<file path="src/common/scale_pkg.sv">
// constants shared by the scale frame receiver files
package scale_pkg;
    localparam int CLK_HZ = 10_000_000;
    localparam int CLK_PERIOD_NS = 100;
    // serial character: 7 data bits, even parity, two stop bits
    localparam int DATA_BITS = 7;
    localparam int FRAME_BITS = 10;
    localparam logic [3:0] PARITY_POS = 4'h7;
    localparam logic [3:0] STOP1_POS = 4'h8;
    localparam logic [3:0] LAST_POS = 4'h9;
    // bit rates in baud for each rate code 0..4, and the bit periods in clock cycles derived from them
    localparam int BAUD_0 = 1200;
    localparam int BAUD_1 = 2400;
    localparam int BAUD_2 = 4800;
    localparam int BAUD_3 = 9600;
    localparam int BAUD_4 = 19200;
    localparam logic [13:0] DIV_0 = 14'(CLK_HZ / BAUD_0);
    localparam logic [13:0] DIV_1 = 14'(CLK_HZ / BAUD_1);
    localparam logic [13:0] DIV_2 = 14'(CLK_HZ / BAUD_2);
    localparam logic [13:0] DIV_3 = 14'(CLK_HZ / BAUD_3);
    localparam logic [13:0] DIV_4 = 14'(CLK_HZ / BAUD_4);
    localparam logic [2:0] BAUD_CODE_RESET = 3'h3;
    // message layout, positions counted from the start character
    localparam logic [6:0] CHAR_STX = 7'h02;
    localparam logic [6:0] CHAR_CR = 7'h0d;
    localparam logic [4:0] POS_STAT_FIRST = 5'h01;
    localparam logic [4:0] POS_STAT_LAST = 5'h03;
    localparam logic [4:0] POS_WGT_FIRST = 5'h04;
    localparam logic [4:0] POS_WGT_LAST = 5'h09;
    localparam logic [4:0] POS_TARE_FIRST = 5'h0a;
    localparam logic [4:0] POS_TARE_LAST = 5'h0f;
    localparam logic [4:0] POS_CR = 5'h10;
    localparam logic [4:0] POS_CKSUM = 5'h11;
    // register numbers
    localparam logic [6:0] REG_LINK = 7'h04;
    localparam logic [6:0] REG_LIVE_STAT_A = 7'h0e;
    localparam logic [6:0] REG_LIVE_STAT_C = 7'h10;
    localparam logic [6:0] REG_WR_FIRST = 7'h14;
    localparam logic [6:0] REG_CONFIG = 7'h14;
    localparam logic [6:0] REG_BAUD = 7'h15;
    localparam logic [6:0] REG_WR_LAST = 7'h26;
    localparam logic [6:0] REG_ERR_COUNT = 7'h28;
    localparam logic [6:0] REG_REQUEST = 7'h40;
    localparam logic [6:0] REG_MSG_COUNT = 7'h41;
    localparam logic [6:0] REG_STAT_A = 7'h42;
    localparam logic [6:0] REG_STAT_B = 7'h43;
    localparam logic [6:0] REG_STAT_C = 7'h44;
    localparam logic [6:0] REG_WGT_HI = 7'h45;
    localparam logic [6:0] REG_WGT_LO = 7'h46;
    localparam logic [6:0] REG_TARE_HI = 7'h47;
    localparam logic [6:0] REG_TARE_LO = 7'h48;
    localparam int WR_REGS = 19;
    localparam logic [15:0] CONFIG_RESET = 16'h0001;
    // buffer between character receiver and framer
    localparam int FIFO_WIDTH = 8;
    localparam int FIFO_DEPTH = 32;
    typedef enum logic [1:0] {
        RX_IDLE = 2'b00,
        RX_START = 2'b01,
        RX_BITS = 2'b11
    } rx_state_t;
    typedef enum logic [1:0] {
        FR_HUNT = 2'b00,
        FR_BODY = 2'b01,
        FR_COMMIT = 2'b11
    } frame_state_t;
endpackage

</file>
<file path="src/design/char_fifo.sv">
// synchronous valid/ready fifo between character receiver and framer
`timescale 1ns/10ps
module char_fifo #(
    parameter int WIDTH = 8,
    parameter int DEPTH = 32
) (
    input wire logic clock,
    input wire logic srst,
    input wire logic [WIDTH-1:0] in_data,
    input wire logic in_valid,
    output logic in_ready,
    output logic [WIDTH-1:0] out_data,
    output logic out_valid,
    input wire logic out_ready
);
    localparam int AW = $clog2(DEPTH);
    logic [WIDTH-1:0] mem [DEPTH];
    logic [AW-1:0] wptr_reg;
    logic [AW-1:0] rptr_reg;
    logic [AW:0] count_reg;
    wire push = in_valid && in_ready;
    wire pop = out_valid && out_ready;

    assign in_ready = (count_reg != (AW+1)'(DEPTH));
    assign out_valid = (count_reg != '0);
    assign out_data = mem[rptr_reg];

    always_ff @(posedge clock) begin
        if (push) begin
            mem[wptr_reg] <= in_data;
        end
    end

    always_ff @(posedge clock) begin
        if (srst) begin
            wptr_reg <= '0;
            rptr_reg <= '0;
            count_reg <= '0;
        end else begin
            if (push) begin
                wptr_reg <= (wptr_reg == AW'(DEPTH - 1)) ? '0 : wptr_reg + 1'b1;
            end
            if (pop) begin
                rptr_reg <= (rptr_reg == AW'(DEPTH - 1)) ? '0 : rptr_reg + 1'b1;
            end
            count_reg <= count_reg + (AW+1)'(push) - (AW+1)'(pop);
        end
    end
endmodule

</file>
<file path="src/design/scale_frame_rx.sv">
// scale indicator serial message receiver with backplane register port
//
// Function
// - frame starts at STX, earlier characters ignored
// - three status bytes captured in arrival order
// - six characters collected as indicated weight
// - six characters collected as tare weight
// - carriage return required after tare field
// - one checksum byte ends the frame
// - checksum negates sum of low seven bits
// - 32-bit pair: lower register holds upper half
// - register space numbered zero through seventy-two
// - 7 bits, even parity, start, two stops
// - bit rate selectable 1200 to 19200 baud
// - only registers 20-38 writable, others bus error
`timescale 1ns/10ps
module scale_frame_rx
    import scale_pkg::*;
(
    input wire logic clock,
    input wire logic srst,
    input wire logic serial_in,
    input wire logic [6:0] reg_addr,
    input wire logic reg_rd,
    input wire logic reg_wr,
    input wire logic [15:0] reg_wdata,
    output logic [15:0] reg_rdata,
    output logic reg_ack,
    output logic reg_bus_err,
    output logic frame_ok,
    output logic frame_err
);
    ////////////////////////////////////////////////////////////////////////////
    // pin synchroniser and host configuration
    logic rx_meta_reg;
    logic rx_sync_reg;
    logic [15:0] wr_mem [WR_REGS];
    logic [15:0] config_reg;
    logic [2:0] baud_code_reg;

    always_ff @(posedge clock) begin
        if (srst) begin
            rx_meta_reg <= 1'b1;
            rx_sync_reg <= 1'b1;
        end else begin
            rx_meta_reg <= serial_in;
            rx_sync_reg <= rx_meta_reg;
        end
    end

    wire addr_writable = (reg_addr >= REG_WR_FIRST) && (reg_addr <= REG_WR_LAST);
    wire addr_mapped = (reg_addr <= REG_TARE_LO);
    wire wr_ok = reg_wr && addr_writable;
    wire wr_bad = reg_wr && !addr_writable;
    wire rd_bad = reg_rd && !addr_mapped;
    wire [4:0] wr_index = 5'(reg_addr - REG_WR_FIRST);

    always_ff @(posedge clock) begin
        if (wr_ok) begin
            wr_mem[wr_index] <= reg_wdata;
        end
    end

    always_ff @(posedge clock) begin
        if (srst) begin
            config_reg <= CONFIG_RESET;
            baud_code_reg <= BAUD_CODE_RESET;
        end else if (wr_ok && reg_addr == REG_CONFIG) begin
            config_reg <= reg_wdata;
        end else if (wr_ok && reg_addr == REG_BAUD) begin
            baud_code_reg <= reg_wdata[2:0];
        end
    end

    ////////////////////////////////////////////////////////////////////////////
    // bit-rate divider
    wire rx_enable = config_reg[0];
    wire [13:0] bit_div = (baud_code_reg == 3'h0) ? DIV_0 :
                          (baud_code_reg == 3'h1) ? DIV_1 :
                          (baud_code_reg == 3'h2) ? DIV_2 :
                          (baud_code_reg == 3'h4) ? DIV_4 : DIV_3;
    rx_state_t rx_state_reg;
    logic [13:0] div_cnt_reg;
    logic [3:0] bit_pos_reg;
    logic [9:0] shift_reg;
    logic char_valid_reg;
    logic [7:0] char_data_reg;
    logic overrun_reg;
    wire fifo_in_ready;
    wire bit_tick = (div_cnt_reg == 14'h0000);
    wire start_seen = (rx_state_reg == RX_IDLE) && !rx_sync_reg && rx_enable;

    always_ff @(posedge clock) begin
        if (srst || start_seen) begin
            div_cnt_reg <= {1'b0, bit_div[13:1]};
        end else if (bit_tick) begin
            div_cnt_reg <= bit_div - 14'h0001;
        end else begin
            div_cnt_reg <= div_cnt_reg - 14'h0001;
        end
    end

    ////////////////////////////////////////////////////////////////////////////
    // character receiver: start, 7 data, parity, 2 stop, sampled mid-bit
    wire [9:0] shift_next = {rx_sync_reg, shift_reg[9:1]};
    wire par_bad = ^shift_next[7:0];
    wire stop_bad = !shift_next[8] || !shift_next[9];

    always_ff @(posedge clock) begin
        if (srst) begin
            rx_state_reg <= RX_IDLE;
            bit_pos_reg <= 4'h0;
            shift_reg <= '0;
            char_valid_reg <= 1'b0;
            char_data_reg <= 8'h00;
        end else begin
            char_valid_reg <= char_valid_reg && !fifo_in_ready;
            case (rx_state_reg)
                RX_IDLE: begin
                    if (start_seen) begin
                        rx_state_reg <= RX_START;
                    end
                end
                RX_START: begin
                    if (bit_tick) begin
                        rx_state_reg <= rx_sync_reg ? RX_IDLE : RX_BITS;
                        bit_pos_reg <= 4'h0;
                    end
                end
                RX_BITS: begin
                    if (bit_tick) begin
                        shift_reg <= shift_next;
                        bit_pos_reg <= bit_pos_reg + 4'h1;
                        if (bit_pos_reg == LAST_POS) begin
                            rx_state_reg <= RX_IDLE;
                            char_valid_reg <= 1'b1;
                            char_data_reg <= {par_bad || stop_bad, shift_next[6:0]};
                        end
                    end
                end
                default: begin
                    rx_state_reg <= RX_IDLE;
                end
            endcase
        end
    end

    // a character still waiting when the next completes is lost and flagged
    always_ff @(posedge clock) begin
        if (srst) begin
            overrun_reg <= 1'b0;
        end else if (char_valid_reg && !fifo_in_ready && rx_state_reg == RX_BITS
                     && bit_tick && bit_pos_reg == LAST_POS) begin
            overrun_reg <= 1'b1;
        end
    end

    ////////////////////////////////////////////////////////////////////////////
    // character buffer
    wire [7:0] ch_data;
    wire ch_valid;
    wire ch_ready;

    char_fifo #(
        .WIDTH(FIFO_WIDTH),
        .DEPTH(FIFO_DEPTH)
    ) u_fifo (
        .clock(clock),
        .srst(srst),
        .in_data(char_data_reg),
        .in_valid(char_valid_reg),
        .in_ready(fifo_in_ready),
        .out_data(ch_data),
        .out_valid(ch_valid),
        .out_ready(ch_ready)
    );

    ////////////////////////////////////////////////////////////////////////////
    // framer
    frame_state_t fr_state_reg;
    logic [4:0] pos_reg;
    logic [6:0] sum_reg;
    logic [6:0] stat_tmp [3];
    logic [23:0] wgt_tmp_reg;
    logic [23:0] tare_tmp_reg;
    logic [6:0] live_stat [3];
    logic [23:0] live_wgt_reg;
    logic [23:0] live_tare_reg;
    logic [15:0] msg_count_reg;
    logic [15:0] err_count_reg;
    logic link_ok_reg;
    logic frame_ok_reg;
    logic frame_err_reg;

    // the framer stalls for one cycle while a good frame is committed
    assign ch_ready = (fr_state_reg != FR_COMMIT);
    wire take = ch_valid && ch_ready;
    wire [6:0] ch7 = ch_data[6:0];
    wire ch_bad = ch_data[7];
    wire is_stx = (ch7 == CHAR_STX);
    wire in_stat = (pos_reg >= POS_STAT_FIRST) && (pos_reg <= POS_STAT_LAST);
    wire in_wgt = (pos_reg >= POS_WGT_FIRST) && (pos_reg <= POS_WGT_LAST);
    wire in_tare = (pos_reg >= POS_TARE_FIRST) && (pos_reg <= POS_TARE_LAST);
    wire cr_bad = (pos_reg == POS_CR) && (ch7 != CHAR_CR);
    wire at_cksum = (pos_reg == POS_CKSUM);
    wire [6:0] sum_next = sum_reg + ch7;
    wire cksum_bad = (ch7 != 7'(-sum_reg));
    wire [1:0] stat_idx = 2'(pos_reg - POS_STAT_FIRST);
    // a checksum byte that happens to equal the start code is still the checksum
    wire restart = take && is_stx && !ch_bad && !at_cksum;
    wire body_fail = take && (fr_state_reg == FR_BODY) && !restart
                     && (ch_bad || cr_bad || (at_cksum && cksum_bad));
    wire body_done = take && (fr_state_reg == FR_BODY) && !ch_bad
                     && at_cksum && !cksum_bad;

    always_ff @(posedge clock) begin
        if (srst) begin
            fr_state_reg <= FR_HUNT;
            pos_reg <= 5'h00;
            sum_reg <= 7'h00;
            wgt_tmp_reg <= '0;
            tare_tmp_reg <= '0;
        end else begin
            case (fr_state_reg)
                FR_HUNT: begin
                    if (take && is_stx && !ch_bad) begin
                        fr_state_reg <= FR_BODY;
                        pos_reg <= POS_STAT_FIRST;
                        sum_reg <= ch7;
                    end
                end
                FR_BODY: begin
                    if (restart) begin
                        pos_reg <= POS_STAT_FIRST;
                        sum_reg <= ch7;
                    end else if (body_fail) begin
                        fr_state_reg <= FR_HUNT;
                    end else if (body_done) begin
                        fr_state_reg <= FR_COMMIT;
                    end else if (take) begin
                        pos_reg <= pos_reg + 5'h01;
                        sum_reg <= sum_next;
                        if (in_wgt) begin
                            wgt_tmp_reg <= {wgt_tmp_reg[19:0], ch7[3:0]};
                        end
                        if (in_tare) begin
                            tare_tmp_reg <= {tare_tmp_reg[19:0], ch7[3:0]};
                        end
                    end
                end
                FR_COMMIT: begin
                    fr_state_reg <= FR_HUNT;
                end
                default: begin
                    fr_state_reg <= FR_HUNT;
                end
            endcase
        end
    end

    genvar gi;
    generate
        for (gi = 0; gi < 3; gi++) begin : g_stat
            always_ff @(posedge clock) begin
                if (srst) begin
                    stat_tmp[gi] <= 7'h00;
                    live_stat[gi] <= 7'h00;
                end else begin
                    if (take && fr_state_reg == FR_BODY && in_stat && stat_idx == 2'(gi)) begin
                        stat_tmp[gi] <= ch7;
                    end
                    if (fr_state_reg == FR_COMMIT) begin
                        live_stat[gi] <= stat_tmp[gi];
                    end
                end
            end
        end
    endgenerate

    always_ff @(posedge clock) begin
        if (srst) begin
            live_wgt_reg <= '0;
            live_tare_reg <= '0;
            msg_count_reg <= 16'h0000;
            err_count_reg <= 16'h0000;
            link_ok_reg <= 1'b0;
            frame_ok_reg <= 1'b0;
            frame_err_reg <= 1'b0;
        end else begin
            frame_ok_reg <= (fr_state_reg == FR_COMMIT);
            frame_err_reg <= body_fail;
            if (fr_state_reg == FR_COMMIT) begin
                live_wgt_reg <= wgt_tmp_reg;
                live_tare_reg <= tare_tmp_reg;
                msg_count_reg <= msg_count_reg + 16'h0001;
                link_ok_reg <= 1'b1;
            end else if (body_fail) begin
                err_count_reg <= err_count_reg + 16'h0001;
                link_ok_reg <= 1'b0;
            end
        end
    end

    ////////////////////////////////////////////////////////////////////////////
    // snapshot on request, register read
    logic [6:0] snap_stat [3];
    logic [23:0] snap_wgt_reg;
    logic [23:0] snap_tare_reg;
    logic [15:0] snap_count_reg;
    wire request = reg_rd && (reg_addr == REG_REQUEST);

    always_ff @(posedge clock) begin
        if (srst) begin
            snap_wgt_reg <= '0;
            snap_tare_reg <= '0;
            snap_count_reg <= 16'h0000;
            snap_stat <= '{default: 7'h00};
        end else if (request) begin
            snap_wgt_reg <= live_wgt_reg;
            snap_tare_reg <= live_tare_reg;
            snap_count_reg <= msg_count_reg;
            snap_stat <= live_stat;
        end
    end

    wire [31:0] wgt32 = {8'h00, snap_wgt_reg};
    wire [31:0] tare32 = {8'h00, snap_tare_reg};
    wire [1:0] live_idx = 2'(reg_addr - REG_LIVE_STAT_A);
    wire in_live = (reg_addr >= REG_LIVE_STAT_A) && (reg_addr <= REG_LIVE_STAT_C);
    wire [15:0] rd_mux =
        (reg_addr == REG_LINK) ? {14'h0000, overrun_reg, link_ok_reg} :
        in_live ? {9'h000, live_stat[live_idx]} :
        (reg_addr == REG_CONFIG) ? config_reg :
        (reg_addr == REG_BAUD) ? {13'h0000, baud_code_reg} :
        addr_writable ? wr_mem[wr_index] :
        (reg_addr == REG_ERR_COUNT) ? err_count_reg :
        (reg_addr == REG_MSG_COUNT) ? snap_count_reg :
        (reg_addr == REG_STAT_A) ? {9'h000, snap_stat[0]} :
        (reg_addr == REG_STAT_B) ? {9'h000, snap_stat[1]} :
        (reg_addr == REG_STAT_C) ? {9'h000, snap_stat[2]} :
        (reg_addr == REG_WGT_HI) ? wgt32[31:16] :
        (reg_addr == REG_WGT_LO) ? wgt32[15:0] :
        (reg_addr == REG_TARE_HI) ? tare32[31:16] :
        (reg_addr == REG_TARE_LO) ? tare32[15:0] : 16'h0000;

    always_ff @(posedge clock) begin
        if (srst) begin
            reg_rdata <= 16'h0000;
            reg_ack <= 1'b0;
            reg_bus_err <= 1'b0;
        end else begin
            reg_ack <= (reg_rd && addr_mapped) || wr_ok;
            reg_bus_err <= wr_bad || rd_bad;
            reg_rdata <= (reg_rd && addr_mapped) ? rd_mux : 16'h0000;
        end
    end

    assign frame_ok = frame_ok_reg;
    assign frame_err = frame_err_reg;
endmodule

</file>
<file path="config.mk">
export PLATFORM = sky130hd
export DESIGN_NAME = scale_frame_rx
export DESIGN_NICKNAME = d
export VERILOG_FILES = /design/src/common/scale_pkg.sv /design/src/design/char_fifo.sv /design/src/design/scale_frame_rx.sv
export SDC_FILE = /design/constraint.sdc
export NUM_CORES = 1
export LEC_CHECK = 0
export ABC_AREA = 1
export BUFFER_PORTS_ARGS = -buffer_cell sky130_fd_sc_hd__buf_2
export CORE_UTILIZATION = 60
export CTS_CLUSTER_SIZE = 20
export DETAILED_ROUTE_END_ITERATION = 8
export GPL_TIMING_DRIVEN = 0
export PLACE_DENSITY = 0.74
export SLEW_MARGIN = 25
export SYNTH_ARGS = -nofsm -noshare
export SYNTH_HDL_FRONTEND = slang
export SYNTH_SLANG_ARGS = --single-unit
</file>
<file path="constraint.sdc">
create_clock -name clock -period 7.8 [get_ports clock]
set_clock_uncertainty 0.15 [all_clocks]
set_input_delay 1.56 -clock clock [delete_from_list [all_inputs] [get_ports clock]]
set_output_delay 1.56 -clock clock [all_outputs]
set_load 0.05 [all_outputs]
</file>
# Word level (Yosys, flattened, before mapping)
# Memory sizes are Yosys's and may differ from the RTL's. A register that Yosys moved wholly into a read port is not among the register bits.
# Cells that the tools add are included.
word_totals:
  n_memories: 3
  inputBits: 28
  regBits: 325
  ramBits: 581
memory_table:
  columns: ["name", "words", "width", "read_ports", "rd_clocked_by_memory_dff", "wr", "line_no", "source"]
  rows:
  - ["wr_mem", 19, 16, 1, 0, 1, "scale_frame_rx.sv:37", "logic [15:0] wr_mem [WR_REGS];"]
  - ["u_fifo.mem", 32, 8, 1, 1, 1, "char_fifo.sv:17", "logic [WIDTH-1:0] mem [DEPTH];"]
  - ["stat_tmp", 3, 7, 3, 3, 3, "scale_frame_rx.sv:183", "logic [6:0] stat_tmp [3];"]
op_classes:
  n_reduce_logical: 74
  n_eq_ne: 42
  mux: 76
  add_sub_neg: 15
  bitwise: 10
  magnitude_cmp: 12
ops:
  columns: ["operator", "n"]
  rows:
  - ["$mux 16", 12]
  - ["$mux 7", 11]
  - ["$eq 7x7->1 const B", 9]
  - ["$mux 5", 9]
  - ["$logic_and 1x1->1", 35]
  - ["$add 16x1->16 const B", 2]
  - ["$mux 14", 2]
  - ["$sub 14x1->14 const B", 2]
  - ["$mux 13", 2]
  - ["$eq 5x5->1 const B", 4]
  - ["$mux 1", 20]
  - ["$mux 2", 10]
  - ["$add 5x1->5 const B", 3]
  - ["$bmux 7 s2", 1]
  - ["$eq 7x5->1 const B", 2]
  - ["$logic_not 14->1", 1]
  - ["$ne 2x2->1 const B", 7]
  - ["$pmux 7 s2", 1]
  - ["$mux 12", 1]
  - ["$ne 3x3->1 const B", 4]
  - ["$reduce_and 6->1", 2]
  - ["$mux 11", 1]
  - ["$le 5x4->1 const B", 2]
  - ["$pmux 5 s2", 1]
  - ["51 further kinds", 85]

# Longest topological paths before layout
depth:
  depth_word: 15
  ltp_mapped: 24

# Cells and area by module
# A second synthesis with hierarchy kept.
hier_totals:
  hier_cells: 3792
  area_unflattened_um2: 38066.5
by_module_without_submodules:
  columns: ["mod", "instances", "cells_per_inst", "area_each_um2"]
  rows:
  - ["scale_frame_rx", 1, 2752, 26417.8]
  - ["char_fifo", 1, 1040, 11648.7]

# Least setup slack after synthesis
# OpenSTA, ideal clock, no wires.
synth_path:
  path_kind: "input to register"
  start: "in reg_addr[1]"
  end: "mem wr_mem[10][0], enable pin"
  required_ns: 7.262
  arrival_ns: 3.805
  stages: 14
  path_buffers: 1
  slack_ns: 3.457
  cell_sequence: "clkbuf_1 nor2_4 inv_2 nor2_1 inv_1 nor2_2 inv_2 o211ai_1 nand2_1 inv_2 nand2_1 inv_1 nand2_1 nor2_1"
synth_via:
  elab_chain_cells: 5
  word_cells_on_any_way: 7
  cone_classes: "add/sub (1); order compare (2); mux (2); reduce/logical (2)"
synth_lines:
  columns: ["element", "line_no", "source"]
  rows:
  - ["start: declaration", "scale_frame_rx.sv:23", "input wire logic [6:0] reg_addr,"]
  - ["$ge 7x5->1 or $le 7x6->1 (tied branches)", "scale_frame_rx.sv:51", "wire addr_writable = (reg_addr >= REG_WR_FIRST) && (reg_addr <= REG_WR_LAST);"]
  - ["$logic_and 1x1->1", "scale_frame_rx.sv:51", null]
  - ["$logic_and 1x1->1", "scale_frame_rx.sv:53", "wire wr_ok = reg_wr && addr_writable;"]
  - ["$mux 1", "scale_frame_rx.sv:59", "if (wr_ok) begin"]
  - ["$mux 1 (implied by the code)", "scale_frame_rx.sv:60", "wr_mem[wr_index] <= reg_wdata;"]
  - ["end: declaration", "scale_frame_rx.sv:37", null]
# Several ways; a longest one is shown, not always the timed one.

# Final worst setup path
layout_path:
  start: "in reg_addr[1]"
  end: "reg reg_rdata[7]"
layout_via:
  elab_chain_cells: 13
  word_cells_on_any_way: 36
  cone_classes: "add/sub (1); order compare (5); eq/ne (12); mux (12); bitwise (1); reduce/logical (4); memory (1)"
layout_lines:
  columns: ["element", "line_no", "source"]
  rows:
  - ["$eq 7x7->1", "scale_frame_rx.sv:344", "(reg_addr == REG_TARE_LO) ? tare32[15:0] : 16'h0000;"]
  - ["$mux 16", "scale_frame_rx.sv:344", null]
  - ["$mux 16", "scale_frame_rx.sv:343", "(reg_addr == REG_TARE_HI) ? tare32[31:16] :"]
  - ["$mux 16", "scale_frame_rx.sv:342", "(reg_addr == REG_WGT_LO) ? wgt32[15:0] :"]
  - ["$mux 16", "scale_frame_rx.sv:341", "(reg_addr == REG_WGT_HI) ? wgt32[31:16] :"]
  - ["$mux 16", "scale_frame_rx.sv:340", "(reg_addr == REG_STAT_C) ? {9'h000, snap_stat[2]} :"]
  - ["$mux 16", "scale_frame_rx.sv:339", "(reg_addr == REG_STAT_B) ? {9'h000, snap_stat[1]} :"]
  - ["$mux 16", "scale_frame_rx.sv:338", "(reg_addr == REG_STAT_A) ? {9'h000, snap_stat[0]} :"]
  - ["$mux 16", "scale_frame_rx.sv:337", "(reg_addr == REG_MSG_COUNT) ? snap_count_reg :"]
  - ["$mux 16", "scale_frame_rx.sv:336", "(reg_addr == REG_ERR_COUNT) ? err_count_reg :"]
  - ["$mux 16", "scale_frame_rx.sv:335", "addr_writable ? wr_mem[wr_index] :"]
  - ["$mux 16", "scale_frame_rx.sv:334", "(reg_addr == REG_BAUD) ? {13'h0000, baud_code_reg} :"]
  - ["$mux 16", "scale_frame_rx.sv:333", "(reg_addr == REG_CONFIG) ? config_reg :"]
  - ["end signal: assignment", "scale_frame_rx.sv:354", "reg_rdata <= (reg_rd && addr_mapped) ? rd_mux : 16'h0000;"]
  - ["end: declaration", "scale_frame_rx.sv:27", "output logic [15:0] reg_rdata,"]
# Several ways; a longest one is shown, not always the timed one.
# A chain may end at the register's enable or synchronous reset.

==> run_results.csv <==
group,metric,value,unit
timing,finalSetupTns,0,ns
place,dp_hpwl,71700,um
power_and_ir_drop,combPwrFrac,16.0,%
setup_path,crit_fanout,10,
job,maxCapViolCount,0,
logic_synthesis,async_flop_share,0,%
floorplan,initial_utilization,61.12,%
cells_and_area,nFillCells,4765,
timing,setup_slack,2.641,ns
floorplan,core,0.06217,mm2
setup_path,crit_slowest_cell,"clkbuf_1",
grt,first_global_vias,26830,
drt,vias,29050,
drt,first_pass_iters,6,
logic_synthesis,yosysUniqueCellTypes,53,
power_and_ir_drop,swShare,28.62,%
cells_and_area,final_nets,4012,
cells_and_area,syn_to_final_growth,12.16,%
drt,wirelength,106000,um
grt,grt_overflow,0,
place,port-buffer-count,46,
timing,setup_viol,0,
cts,postCtsSetupRepairBufs,0,
cts,clockBufferDepth,3,
power_and_ir_drop,p_leak,15.83,nW
power_and_ir_drop,ir_drop,222.7,uV
cts,htree_num_levels,3,
setup_path,startpoint,"reg_addr[1]",
place,gp_congestion,0.9334,
cts,cts.sinks,931,
logic_synthesis,yosys.area.top_type,"edfxtp_1",
setup_path,r2r_cells,19,
grt,grt_max_degree,34,
setup_path,path_buf_inv,5,
cts,clock_latency,0.67,ns
cells_and_area,reg_top3,"wr_mem x304, u_fifo.mem x256",
power_and_ir_drop,intPower,8.276,mW
floorplan,dieArea,0.06434,mm2
drt,drtIter0Drc,3799,
cells_and_area,largest_reg_flops,304,
setup_path,r2r_end,"err_count_reg[15]",
setup_path,critPathArrivalTime,5.58,ns
logic_synthesis,postSynthCellCount,3789,
grt,grt_use_total,32.68,%
cts,hold_buffers,0,
floorplan,io_pins,48,
floorplan,die_h,253.7,um
floorplan,die_w,253.7,um
setup_path,cpLargestDelayFamily,"buffers and inverters",
timing,drv_slew,0,
logic_synthesis,seq_area_frac_synth,64.35,%
power_and_ir_drop,power.share.clock,38.4,%
setup_path,start_kind,"primary input",
cts,post_cts_resized,0,
logic_synthesis,syn_area,0.03800,mm2
power_and_ir_drop,pwr-share-seq,45.7,%
logic_synthesis,synth_nets,3857,
logic_synthesis,synth_edf_count,581,
cells_and_area,regMostFlops,"wr_mem",
grt,antenna_found_initial,3,
logic_synthesis,synth.top_cell.area_share,45.91,%
timing,fin_crit,5.159,ns
logic_synthesis,synth_most_common_cell,"nand2_1",
logic_synthesis,synth-seq-cells,931,
power_and_ir_drop,powerDensity,272.0,mW/mm2
setup_path,cp.required,8.22,ns
setup_path,endpoint,"reg_rdata[7]",
drt,wl_per_cell,21.83,um
setup_path,crit_path_end_kind,"flop",
setup_path,reg2reg_slack,3.70,ns
grt,grt_pass1_wl,157600,um
drt,ant_nets,0,
logic_synthesis,synth.avg_cell_area,10.03,um2
setup_path,cp.depth,12,
timing,fmaxAchievable,0.1938,GHz
status,status,"completed",
drt,routed_via_density,5.981,
cts,cts_tree,"done",
place,pre_cts_slack,2.326,ns
setup_path,path_cells,"clkbuf_1, buf_2, nor2_2, inv_1, clkbuf_1, clkbuf_1, o22ai_1, o21ai_0, nand3_1, o21ai_0, nand3_1, a21oi_1",
power_and_ir_drop,p_switching,3.317,mW
setup_path,cp_common_cell,"clkbuf_1",
timing,slew_headroom,25.70,%
floorplan,num_rows,91,
worst_hold_path,min_path_type,"reg -> reg",
timing,fin_crit_sh,66.14,%
logic_synthesis,ys.flop_type,"edfxtp_1",
timing,worst_pin_slew,1.110,ns
cts,cts.clk_slew.worst_paths,0.06,ns
logic_synthesis,ys_top_cells_by_area,"edfxtp_1 (46%), dfxtp_1 (18%), nand2_1 (7.1%)",
cells_and_area,drive_above_1_share,8.140,%
cts,cts-root-buf,"clkbuf_16",
timing,rsz0062_at_grt,"false",
timing,hold_viol_final,0,
setup_path,critPathKind,"in -> reg",
logic_synthesis,yosysWarningCount,0,
drt,drcViolationCount,0,
cts,numCtsBuffers,92,
setup_path,slowest_delay,0.63,ns
logic_synthesis,synthTopCellsByCount,"nand2_1 (721), edfxtp_1 (581), nor2_1 (425)",
-- power by group through the flow --
stage | logic (mW) | registers, mW | clock network, mW
detailed placement | 1.79 | 5.40 | 0
floorplan | 1.17 | 5.40 | 0
global route | 2.00 | 5.30 | 4.66
finish | 1.85 | 5.29 | 4.45
global placement | 1.76 | 5.40 | 0
CTS | 1.81 | 5.29 | 4.46
-- worst min path at each step --
stage                start  slack [ns]  depth (start not counted)          end
2_1_floorplan  rx_meta_reg        0.24                          1  rx_sync_reg
3_3_place_gp   rx_meta_reg        0.28                          1  rx_sync_reg
3_5_place_dp   rx_meta_reg        0.28                          1  rx_sync_reg
4_1_cts        rx_meta_reg        0.30                          1  rx_sync_reg
5_1_grt        rx_meta_reg        0.30                          1  rx_sync_reg
6_report       rx_meta_reg        0.30                          1  rx_sync_reg
-- final cells by class --
class                      count  area [um2]  area share [%]
sequential                   931       24460           57.40
antenna                        3       7.507         0.01761
multi-input combinational   2379       11730           27.52
clock inverter                46       533.0           1.251
inverter                     283        1062           2.493
buffer                       196       863.3           2.026
timing repair buffer          61       419.2          0.9835
tap                          837        1047           2.457
clock buffer                 121        2492           5.848
-- stage by stage --
stage	total power, mW	util (%)	hold WS [ns]	area (um2)	std cells
finish	11.59	68.55	0.2984	42620	4857
floorplan	6.565	-	0.2395	38000	3789
global placement	7.155	63.18	0.2821	39280	4672
detailed placement	7.185	63.64	0.2753	39560	4687
CTS	11.56	68.50	0.2959	42590	4854
global route	11.96	68.55	0.3044	42620	4856
-- per-layer routing --
| metal | up-vias | GRT usage (%) | wire (um) |
|---|---|---|---|
| met5 | - | 0 | 13 |
| met1 | 13800 | 43.27 | 42090 |
| met4 | 2 | 12.20 | 3851 |
| met3 | 251 | 7.528 | 10610 |
| li1 | 13480 | - | - |
| met2 | 1512 | 52.65 | 49460 |
-- logic make-up (layout without fill, tap and decap cells) --
group | Yosys count | after routing | share of synthesized area (%)
and+or+nand+nor | 1572 | 1572 | 17.34
DFF | 931 | 931 | 64.35
AOI/OAI and AO/OA | 730 | 730 | 11.04
buffers and inverters | 479 | 707 | 5.064
adders and majority gates | 40 | 40 | 1.357
xor gates and xnor gates | 37 | 37 | 0.8528
other | 0 | 3 | 0
-- layout by cell type (no fill, tap or decap), types with 33 or more instances in the layout --
| cell | netlist | final |
|---|---|---|
| nand2_1 | 721 | 721 |
| ha_1 | 38 | 38 |
| a211oi_1 | 61 | 61 |
| nor2_2 | 4 | 33 |
| clkbuf_16 | 0 | 93 |
| nor3_1 | 38 | 38 |
| o21ai_0 | 267 | 267 |
| nor4_1 | 43 | 42 |
| nand3_1 | 293 | 293 |
| o22ai_1 | 98 | 98 |
| nor2_1 | 425 | 392 |
| edfxtp_1 | 581 | 581 |
| buf_2 | 38 | 85 |
| inv_1 | 267 | 267 |
| a21oi_1 | 216 | 216 |
| dfxtp_1 | 350 | 342 |
| clkbuf_1 | 132 | 153 |
(Power assumes the default switching activity.)
